===== src/rtl/vitc_cfg.svh =====
// constants for the vertical interval time code transcoder
`ifndef VITC_CFG_SVH
`define VITC_CFG_SVH

// register byte offsets
`define VITC_OFF_CTRL      8'h00
`define VITC_OFF_STATUS    8'h04
`define VITC_OFF_IRQ_STAT  8'h08
`define VITC_OFF_IRQ_MASK  8'h0C
`define VITC_OFF_WORD      8'h10

// control fields
`define VITC_CTRL_SRC      1:0
`define VITC_CTRL_INLINE   6:2
`define VITC_CTRL_OUTSEL   9:8
`define VITC_CTRL_OUTLINE  14:10
`define VITC_CTRL_RST      32'h0000_0100

// status fields
`define VITC_ST_ENC        1:0
`define VITC_ST_DIG        2
`define VITC_ST_ANA        3
`define VITC_ST_DIGLN      8:4
`define VITC_ST_ANALN      13:9
`define VITC_ST_UNSUP      16

// interrupt bits
`define VITC_IRQ_W         3
`define VITC_IRQ_ENC       0
`define VITC_IRQ_DROP      1
`define VITC_IRQ_REP       2

// video line numbers
`define VITC_LINE_AUTO     5'h00
`define VITC_LINE_MIN      5'h06
`define VITC_LINE_MAX      5'h16
`define VITC_AUTO_FIRST    5'h09
`define VITC_AUTO_LAST     5'h13
`define VITC_ANA_FIRST     5'h0B
`define VITC_OUT_DEFAULT   5'h09

`endif


===== src/rtl/vitc_pkg.sv =====
// types of the vertical interval time code transcoder
`default_nettype none
package vitc_pkg;
	typedef enum logic [1:0] {SRC_AUTO = 2'h0, SRC_DIG = 2'h1, SRC_ANA = 2'h2} src_sel_t;
	typedef enum logic [1:0] {OUT_NONE = 2'h0, OUT_DIG = 2'h1, OUT_ANA = 2'h2} out_sel_t;
	typedef enum logic [1:0] {ENC_UNAVAIL = 2'h0, ENC_DIG = 2'h1, ENC_ANA = 2'h3} enc_t;
	typedef logic [4:0]  line_t;
	typedef logic [31:0] tc_word_t;
endpackage
`default_nettype wire


===== src/rtl/vitc_word_if.sv =====
// time code word hand-off between transcoder and word store
`default_nettype none
interface vitc_word_if;
	logic              wr;
	vitc_pkg::tc_word_t wdata;
	logic              rd;
	vitc_pkg::tc_word_t rdata;
	logic              have;
	logic              fresh;
	logic              drop;
	logic              rep;
	modport user  (output wr, wdata, rd, input rdata, have, fresh, drop, rep);
	modport store (input wr, wdata, rd, output rdata, have, fresh, drop, rep);
endinterface
`default_nettype wire


===== src/rtl/vitc_transcoder.sv =====
// vertical interval time code transcoder with AHB-Lite register slave
//
// Added by the designer: the AHB-Lite register port and the register addresses.
`include "vitc_cfg.svh"
`default_nettype none
module vitc_transcoder (
	// clock and reset
	input  wire logic        hclk,
	input  wire logic        hresetn,
	// AHB-Lite slave
	input  wire logic        hsel,
	input  wire logic [31:0] haddr,
	input  wire logic [1:0]  htrans,
	input  wire logic        hwrite,
	input  wire logic [2:0]  hsize,
	input  wire logic [31:0] hwdata,
	input  wire logic        hready,
	output logic             hreadyout,
	output logic             hresp,
	output logic      [31:0] hrdata,
	// interrupt
	output logic             irq,
	// input video
	input  wire logic        in_field_start,
	input  wire logic        in_is_sd,
	input  wire logic        in_rate_2398,
	input  wire logic        in_hd_1080p,
	input  wire logic [4:0]  in_line_num,
	input  wire logic        in_dig_valid,
	input  wire logic        in_ana_valid,
	input  wire logic [31:0] in_word,
	// output video
	input  wire logic        out_field_start,
	input  wire logic        out_frame_start,
	input  wire logic        out_is_sd,
	input  wire logic        out_line_start,
	input  wire logic [4:0]  out_line_num,
	output logic             ins_dig_valid,
	output logic             ins_ana_valid,
	output logic      [4:0]  ins_line,
	output logic      [31:0] ins_word
);
	// ==========================================================
	// line qualification
	function automatic logic line_ok(input logic [4:0] ln, input logic [4:0] fixed, input logic dig);
		logic form_ok;
		form_ok = dig || (ln >= `VITC_ANA_FIRST);
		if (fixed == `VITC_LINE_AUTO)
			line_ok = form_ok && (ln >= `VITC_AUTO_FIRST) && (ln <= `VITC_AUTO_LAST);
		else
			line_ok = form_ok && (ln == fixed) && (ln >= `VITC_LINE_MIN) && (ln <= `VITC_LINE_MAX);
	endfunction

	// ==========================================================
	// registers and state
	logic [31:0]           ctrl_r;
	logic [`VITC_IRQ_W-1:0] irq_stat_r;
	logic [`VITC_IRQ_W-1:0] irq_mask_r;
	vitc_pkg::src_sel_t    src_act_r;
	vitc_pkg::line_t       in_line_act_r;
	vitc_pkg::out_sel_t    out_sel_act_r;
	vitc_pkg::line_t       out_line_act_r;
	vitc_pkg::enc_t        enc_r;
	logic                  dig_pres_r, ana_pres_r, unsup_r;
	vitc_pkg::line_t       dig_ln_r, ana_ln_r, dig_found_ln_r, ana_found_ln_r;
	logic                  dig_seen_r, ana_seen_r;
	vitc_pkg::tc_word_t    dig_word_r, ana_word_r;
	logic                  dp_wr_r;
	logic [7:0]            dp_addr_r;
	logic [31:0]           hrdata_r;
	logic                  ins_dig_r, ins_ana_r;
	vitc_pkg::line_t       ins_line_r;
	vitc_pkg::tc_word_t    ins_word_r;

	vitc_word_if wif ();

	vitc_word_store u_store (
		.hclk    (hclk),
		.hresetn (hresetn),
		.p       (wif.store)
	);

	// ==========================================================
	// input detection
	wire unsup   = in_rate_2398 && in_hd_1080p;
	wire acc_dig = in_dig_valid && !unsup && line_ok(in_line_num, in_line_act_r, 1'b1);
	wire acc_ana = in_ana_valid && !unsup && in_is_sd && line_ok(in_line_num, in_line_act_r, 1'b0);
	wire new_dig = acc_dig && !dig_seen_r;
	wire new_ana = acc_ana && !ana_seen_r;

	// source choice over the field just ended, with its own setting
	wire src_auto = (src_act_r == vitc_pkg::SRC_AUTO);
	wire use_dig  = dig_seen_r && (src_auto || src_act_r == vitc_pkg::SRC_DIG);
	wire use_ana  = !use_dig && ana_seen_r && (src_auto || src_act_r == vitc_pkg::SRC_ANA);
	wire vitc_pkg::enc_t enc_nxt = use_dig ? vitc_pkg::ENC_DIG :
		(use_ana ? vitc_pkg::ENC_ANA : vitc_pkg::ENC_UNAVAIL);

	// same-rate words cross once per field; rate change is absorbed by the store
	assign wif.wr    = in_field_start && (use_dig || use_ana);
	assign wif.wdata = use_dig ? dig_word_r : ana_word_r;
	assign wif.rd    = out_frame_start;

	always_ff @(posedge hclk or negedge hresetn) begin
		if (!hresetn) begin
			dig_seen_r <= 1'b0;
			ana_seen_r <= 1'b0;
			dig_word_r <= 32'h0000_0000;
			ana_word_r <= 32'h0000_0000;
			dig_ln_r   <= 5'h00;
			ana_ln_r   <= 5'h00;
		end else if (in_field_start) begin
			dig_seen_r <= acc_dig;
			ana_seen_r <= acc_ana;
			dig_word_r <= in_word;
			ana_word_r <= in_word;
			dig_ln_r   <= in_line_num;
			ana_ln_r   <= in_line_num;
		end else begin
			if (new_dig) begin
				dig_seen_r <= 1'b1;
				dig_word_r <= in_word;
				dig_ln_r   <= in_line_num;
			end
			if (new_ana) begin
				ana_seen_r <= 1'b1;
				ana_word_r <= in_word;
				ana_ln_r   <= in_line_num;
			end
		end
	end

	always_ff @(posedge hclk or negedge hresetn) begin
		if (!hresetn) begin
			enc_r          <= vitc_pkg::ENC_UNAVAIL;
			dig_pres_r     <= 1'b0;
			ana_pres_r     <= 1'b0;
			unsup_r        <= 1'b0;
			dig_found_ln_r <= 5'h00;
			ana_found_ln_r <= 5'h00;
		end else if (in_field_start) begin
			enc_r          <= enc_nxt;
			dig_pres_r     <= dig_seen_r;
			ana_pres_r     <= ana_seen_r;
			unsup_r        <= unsup;
			dig_found_ln_r <= dig_seen_r ? dig_ln_r : 5'h00;
			ana_found_ln_r <= ana_seen_r ? ana_ln_r : 5'h00;
		end
	end

	// ==========================================================
	// settings adopted at field boundaries only
	always_ff @(posedge hclk or negedge hresetn) begin
		if (!hresetn) begin
			src_act_r      <= vitc_pkg::SRC_AUTO;
			in_line_act_r  <= `VITC_LINE_AUTO;
			out_sel_act_r  <= vitc_pkg::OUT_DIG;
			out_line_act_r <= `VITC_LINE_AUTO;
		end else begin
			if (in_field_start) begin
				src_act_r     <= vitc_pkg::src_sel_t'(ctrl_r[`VITC_CTRL_SRC]);
				in_line_act_r <= ctrl_r[`VITC_CTRL_INLINE];
			end
			if (out_field_start) begin
				out_sel_act_r  <= vitc_pkg::out_sel_t'(ctrl_r[`VITC_CTRL_OUTSEL]);
				out_line_act_r <= ctrl_r[`VITC_CTRL_OUTLINE];
			end
		end
	end

	// ==========================================================
	// output insertion
	wire out_line_valid = (out_line_act_r >= `VITC_LINE_MIN) && (out_line_act_r <= `VITC_LINE_MAX);
	wire vitc_pkg::line_t tgt_line = out_line_valid ? out_line_act_r : `VITC_OUT_DEFAULT;
	wire hit      = out_line_start && (out_line_num == tgt_line) && wif.have;
	wire dig_nxt  = hit && (out_sel_act_r == vitc_pkg::OUT_DIG);
	wire ana_nxt  = hit && (out_sel_act_r == vitc_pkg::OUT_ANA) && out_is_sd;

	always_ff @(posedge hclk or negedge hresetn) begin
		if (!hresetn) begin
			ins_dig_r  <= 1'b0;
			ins_ana_r  <= 1'b0;
			ins_line_r <= `VITC_OUT_DEFAULT;
			ins_word_r <= 32'h0000_0000;
		end else begin
			ins_dig_r <= dig_nxt;
			ins_ana_r <= ana_nxt;
			if (hit) begin
				ins_line_r <= tgt_line;
				ins_word_r <= wif.rdata;
			end
		end
	end

	assign ins_dig_valid = ins_dig_r;
	assign ins_ana_valid = ins_ana_r;
	assign ins_line      = ins_line_r;
	assign ins_word      = ins_word_r;

	// ==========================================================
	// AHB-Lite slave, zero wait states, read data latched in address phase
	wire        ap_valid = hsel && htrans[1] && hready;
	wire [7:0]  ap_addr  = haddr[7:0];
	wire        hi_zero  = (haddr[31:8] == 24'h00_0000);
	wire [31:0] status_w = {15'h0000, unsup_r, 2'h0, ana_found_ln_r, dig_found_ln_r, ana_pres_r, dig_pres_r, enc_r};
	wire [31:0] rd_mux   = !hi_zero ? 32'h0000_0000 :
		(ap_addr == `VITC_OFF_CTRL)     ? ctrl_r :
		(ap_addr == `VITC_OFF_STATUS)   ? status_w :
		(ap_addr == `VITC_OFF_IRQ_STAT) ? {29'h0000_0000, irq_stat_r} :
		(ap_addr == `VITC_OFF_IRQ_MASK) ? {29'h0000_0000, irq_mask_r} :
		(ap_addr == `VITC_OFF_WORD)     ? wif.rdata : 32'h0000_0000;
	wire        wr_ctrl  = dp_wr_r && (dp_addr_r == `VITC_OFF_CTRL);
	wire        wr_stat  = dp_wr_r && (dp_addr_r == `VITC_OFF_IRQ_STAT);
	wire        wr_mask  = dp_wr_r && (dp_addr_r == `VITC_OFF_IRQ_MASK);
	wire [`VITC_IRQ_W-1:0] clr_w = wr_stat ? hwdata[`VITC_IRQ_W-1:0] : 3'h0;
	wire [`VITC_IRQ_W-1:0] ev_w  = {wif.rep, wif.drop, in_field_start && (enc_nxt != enc_r)};

	always_ff @(posedge hclk or negedge hresetn) begin
		if (!hresetn) begin
			dp_wr_r   <= 1'b0;
			dp_addr_r <= 8'h00;
			hrdata_r  <= 32'h0000_0000;
		end else begin
			dp_wr_r   <= ap_valid && hwrite && hi_zero;
			dp_addr_r <= ap_addr;
			if (ap_valid && !hwrite)
				hrdata_r <= rd_mux;
		end
	end

	always_ff @(posedge hclk or negedge hresetn) begin
		if (!hresetn) begin
			ctrl_r     <= `VITC_CTRL_RST;
			irq_mask_r <= 3'h0;
			irq_stat_r <= 3'h0;
		end else begin
			if (wr_ctrl)
				ctrl_r <= {17'h0_0000, hwdata[14:0]};
			if (wr_mask)
				irq_mask_r <= hwdata[`VITC_IRQ_W-1:0];
			// a new event wins over a clear in the same cycle
			irq_stat_r <= (irq_stat_r & ~clr_w) | ev_w;
		end
	end

	assign hreadyout = 1'b1;
	assign hresp     = 1'b0;
	assign hrdata    = hrdata_r;
	assign irq       = |(irq_stat_r & irq_mask_r);
endmodule
`default_nettype wire


===== src/rtl/vitc_word_store.sv =====
// single-word time code store, written per input field, read per output frame
`default_nettype none
module vitc_word_store (
	// clock and reset
	input  wire logic   hclk,
	input  wire logic   hresetn,
	// word port
	vitc_word_if.store  p
);
	vitc_pkg::tc_word_t word_r;
	logic               have_r;
	logic               fresh_r;

	assign p.rdata = word_r;
	assign p.have  = have_r;
	assign p.fresh = fresh_r;
	// a word overwritten before any output frame took it is lost
	assign p.drop  = p.wr && fresh_r && !p.rd;
	// an output frame that finds no new word sends the old one again
	assign p.rep   = p.rd && have_r && !fresh_r && !p.wr;

	always_ff @(posedge hclk or negedge hresetn) begin
		if (!hresetn) begin
			word_r  <= 32'h0000_0000;
			have_r  <= 1'b0;
			fresh_r <= 1'b0;
		end else begin
			if (p.wr) begin
				word_r <= p.wdata;
				have_r <= 1'b1;
			end
			// a write in the read cycle stays fresh for the next frame
			fresh_r <= p.wr || (fresh_r && !p.rd);
		end
	end
endmodule
`default_nettype wire


===== config.mk =====
export PLATFORM = sky130hd
export DESIGN_NAME = vitc_transcoder
export DESIGN_NICKNAME = d
export VERILOG_FILES = /design/src/rtl/vitc_pkg.sv /design/src/rtl/vitc_word_if.sv /design/src/rtl/vitc_transcoder.sv /design/src/rtl/vitc_word_store.sv
export VERILOG_INCLUDE_DIRS = /design/src /design/src/rtl
export SDC_FILE = /design/constraint.sdc
export NUM_CORES = 1
export LEC_CHECK = 0
export ABC_AREA = 1
export BUFFER_PORTS_ARGS = -buffer_cell sky130_fd_sc_hd__buf_4
export CAP_MARGIN = 10
export CORE_ASPECT_RATIO = 0.75
export CORE_MARGIN = 2
export CORE_UTILIZATION = 40
export CTS_BUF_LIST = sky130_fd_sc_hd__clkbuf_2 sky130_fd_sc_hd__clkbuf_4 sky130_fd_sc_hd__clkbuf_8
export DETAILED_ROUTE_END_ITERATION = 6
export HOLD_SLACK_MARGIN = 0.03
export PLACE_DENSITY = 0.66
export SETUP_SLACK_MARGIN = 0.4
export SLEW_MARGIN = 25
export SYNTH_ARGS = -nofsm -noshare
export SYNTH_HDL_FRONTEND = slang
export SYNTH_SLANG_ARGS = --single-unit

===== constraint.sdc =====
create_clock -name hclk -period 1.7 [get_ports hclk]
set_clock_uncertainty 0.15 [all_clocks]
set_input_delay 0.17 -clock hclk [delete_from_list [all_inputs] [get_ports hclk]]
set_output_delay 0.17 -clock hclk [all_outputs]
set_load 0.1 [all_outputs]

==> results.yml <==
min_path:
  hold_class: "in -> async"
synthesis:
  synth_cell_types: 37
  syn_area_um2: 10500
  synth_fp_nets: 1351
  yosysTopAreaCell: "dfrtp_1"
  syn_avg_cell_area_um2: 8.58
  synthCells: 1225
  ys_warn_count: 0
  synthTopCellsByArea: "dfrtp_1, nand2_1, nand3_1, nor2_1, nand4_1"
  ys_seq_area_frac: 0.572
  yosys_register_bits: 240
  synth_top_area_frac: 0.562
placement:
  place_area_um2: 13000
  dp_cells: 1726
  place_congestion: 0.865
  dp_slack_ns: -0.179
  io_buffer_count: 176
  place_hpwl_mm: 22.0
critical_path:
  critical_path_class: "reg -> reg"
  crit_chain: "inv_2, nand2_2, nand2_4, nand2_2, nand2_1, nand3b_1, nor2_4, nand3_4, clkbuf_16, nand2_1, nand2_1"
  slowest_stage: "dfrtp_1"
  cp.arrival_ns: 2.28
  crit_family: "simple AND/OR/NAND/NOR gates"
  path_buf_inv: 2
  r2r_start: "out_line_act_r[3]$_DFFE_PN0P_"
  crit_fanout: 10
  cpPeakStageDelay_ns: 0.42
  cp_data_required_time_ns: 1.98
  start_kind: "register"
  critPathLaunch: "out_line_act_r[3]$_DFFE_PN0P_"
  cp-end-kind: "register"
  cpMostUsedCell: "nand2_1"
timing:
  setup_tns_ns: -23.62
  rsz0062_at_grt: "true"
  maxSlewViolCount: 0
  post-route-period-util: 1.18
  holdWs_ns: -0.0589
  setup_viol: 116
  fmax_ghz: 0.501
  timing.final.crit_period_ns: 2.00
  layout_setup_ws_ns: -0.298
  hold_viol: 28
layout:
  area_growth_syn_to_layout_pct: 63.8
  fin_nets: 1700
  drive_above_1_share: 0.424
  fin_area_um2: 17200
  stdcell_count: 1946
  antennaDiodeCount: 0
flow_run:
  cap_violations: 0
cts:
  cts.sinks: 240
  cts_max_path_buffers: 3
  cts.clk_slew.worst_paths_ns: 0.06
  insertion_delay_ns: 0.56
  clockRootBuffer: "clkbuf_8"
  cts-htree-levels: 2
  cts_tree: "built"
  numCtsBuffers: 41
floorplan:
  io_pins: 200
  die_h_um: 144
  std_cell_rows: 51
  die-area_um2: 27600
  die_x_um: 191
  start_util: 0.406
  core_um2: 25900
global_route:
  grt_pass1_wl_mm: 51.4
  antenna_found_initial: 0
  grt_usage: 0.241
  overflow: 0
  grt_pass1_vias: 9340
  grt_start_max_net_pins: 59
detailed_routing:
  drt-initial-drc-count: 668
  antenna_left: 0
  drcViolationCount: 0
  wl_mm: 38.4
  first_pass_iters: 5
  wl_per_cell_um: 19.7
  detail_route.vias_per_cell: 5.29
  route.vias.total: 10300
power_and_ir_drop:
  peakVddDrop_uv: 1190
  powerDensity_nw_per_um2: 1190
  p_leak_nw: 8.31
outcome:
  status: "finished with violations"
  violations: "hold timing, setup timing"
[timing repair]
| action | 4_1_cts | 5_1_grt |
|---|---|---|
| setup endpoints to repair | 242 | 281 |
| setup buffers | 8 | 45 |
| pin swaps | 30 | 28 |
| resized for setup | 90 | 366 |
| hold buffers | 71 | 1 |
| cloned | 5 | 19 |
| hold endpoints to repair | 414 | 29 |
[worst paths after layout]
path,end,cells past startpoint,slack (ns)
max,ins_word[27]$_DFFE_PN0P_,11,-0.30
min,ins_word[25]$_DFFE_PN0P_,2,-0.06
max reg2reg,ins_word[27]$_DFFE_PN0P_,11,-0.30
min reg2reg,ana_word_r[18]$_DFFE_PN0P_,2,0.33
max in group asynchronous,dig_seen_r$_DFFE_PN0P_,3,0.81
min in group hclk,dig_seen_r$_DFFE_PN0P_,5,0.02
[layout make-up]
type,instances,area (µm²)
Timing Repair Buffer,380,4550
Tap cell,344,430
Timing Repair inverter,1,16.3
Clock inverter,3,21.3
Fill cell,1904,8690
Clock buffer,68,823
Multi-Input combinational cell,858,5090
Sequential cell,240,6080
Inverter,52,210
[state kept, by name, indices dropped and copies added, names as in the netlist, 5 cells and up]
register and flops:
ins_line 5, hrdata 32, ins_word 32, dig_found_ln_r 5
dig_word_r 32, dig_ln_r 5, out_line_act_r 5, in_line_act_r 5
dp_addr_r 8, ana_ln_r 5, ana_found_ln_r 5, ctrl_r 15
ana_word_r 32, u_store.p.rdata 32
[cell usage in the layout (no fill, tap or decap), types with 3 or more instances in the layout]
cell type and instances:
o211ai_1 3, nand3_2 79, nand2_1 351, inv_1 38
mux2_2 7, a21oi_1 13, dfstp_2 4, clkbuf_4 18
a31oi_4 4, nand4_1 44, nand3_1 69, nand2_4 31
buf_6 20, o21ai_1 11, nand2_8 3, o21ai_0 46
nor2_1 48, inv_2 12, clkbuf_8 50, o21a_1 3
nand3b_1 5, a31oi_1 26, buf_4 179, dfrtp_1 183
nor2_2 11, dfrtp_2 53, nor2_4 21, buf_16 5
buf_8 4, mux2_4 7, buf_12 88, clkbuf_16 12
nand2_2 51, nand3_4 3, dlygate4sd3_1 70
[synth_stat cells (all sizes together)]
cell and number:
nand2 434, xnor2 1, clkinv 1, xor2 1, nor3 2, nor3b 2, o21a 3, nor2 80
a21oi 13, clkbuf 38, and2 2, dfstp 4, a22o 2, conb 2, nand3 151, or2 2
inv 51, nor4 1, a31oi 32, nand4 44, buf 39, o21ai 59, mux2 14, o22ai 2
dfrtp 236, o211ai 3, nand3b 5, o31ai 1
[per-stage QoR]
step            util  total power [mW]
6_report       0.665              20.4
3_5_place_dp   0.502              12.7
2_1_floorplan      -              10.9
5_1_grt        0.665              21.1
3_3_place_gp   0.502              12.6
4_1_cts        0.583              18.4
[worst reg2reg max path: stages, from the launching register on]
cell	delay, ns
dfrtp_1	0.42
inv_2	0.13
nand2_2	0.08
nand2_4	0.12
nand2_2	0.07
nand2_1	0.06
nand3b_1	0.13
nor2_4	0.19
nand3_4	0.18
clkbuf_16	0.23
nand2_1	0.08
nand2_1	0.06
[power by group]
part           total, mW  leakage, nW  internal [mW]  switching [mW]
sequential          8.21         2.93           6.70            1.51
combinational       6.76         4.92           2.76            3.99
clock               5.46        0.451           3.04            2.42
[kinds of logic after synthesis]
| group | Yosys count | synth area share |
|---|---|---|
| flip-flops | 240 | 0.572 |
| multiplexers | 14 | 0.0150 |
| AO/OA/AOI/OAI | 115 | 0.0615 |
| buffers and inverters | 129 | 0.0533 |
| AND/OR/NAND/NOR | 723 | 0.294 |
| other | 2 | 0.000715 |
| XOR/XNOR | 2 | 0.00345 |
[routing by layer]
metal	GRT usage	up-vias	routed length [µm]	share of wire
met5	0	-	0	0
met4	0.0721	0	1150	0.030
met3	0.0480	89	3400	0.088
met2	0.361	460	17500	0.45
met1	0.353	5015	16400	0.43
li1	-	4736	-	-
Power figures use the tool's default switching activity.
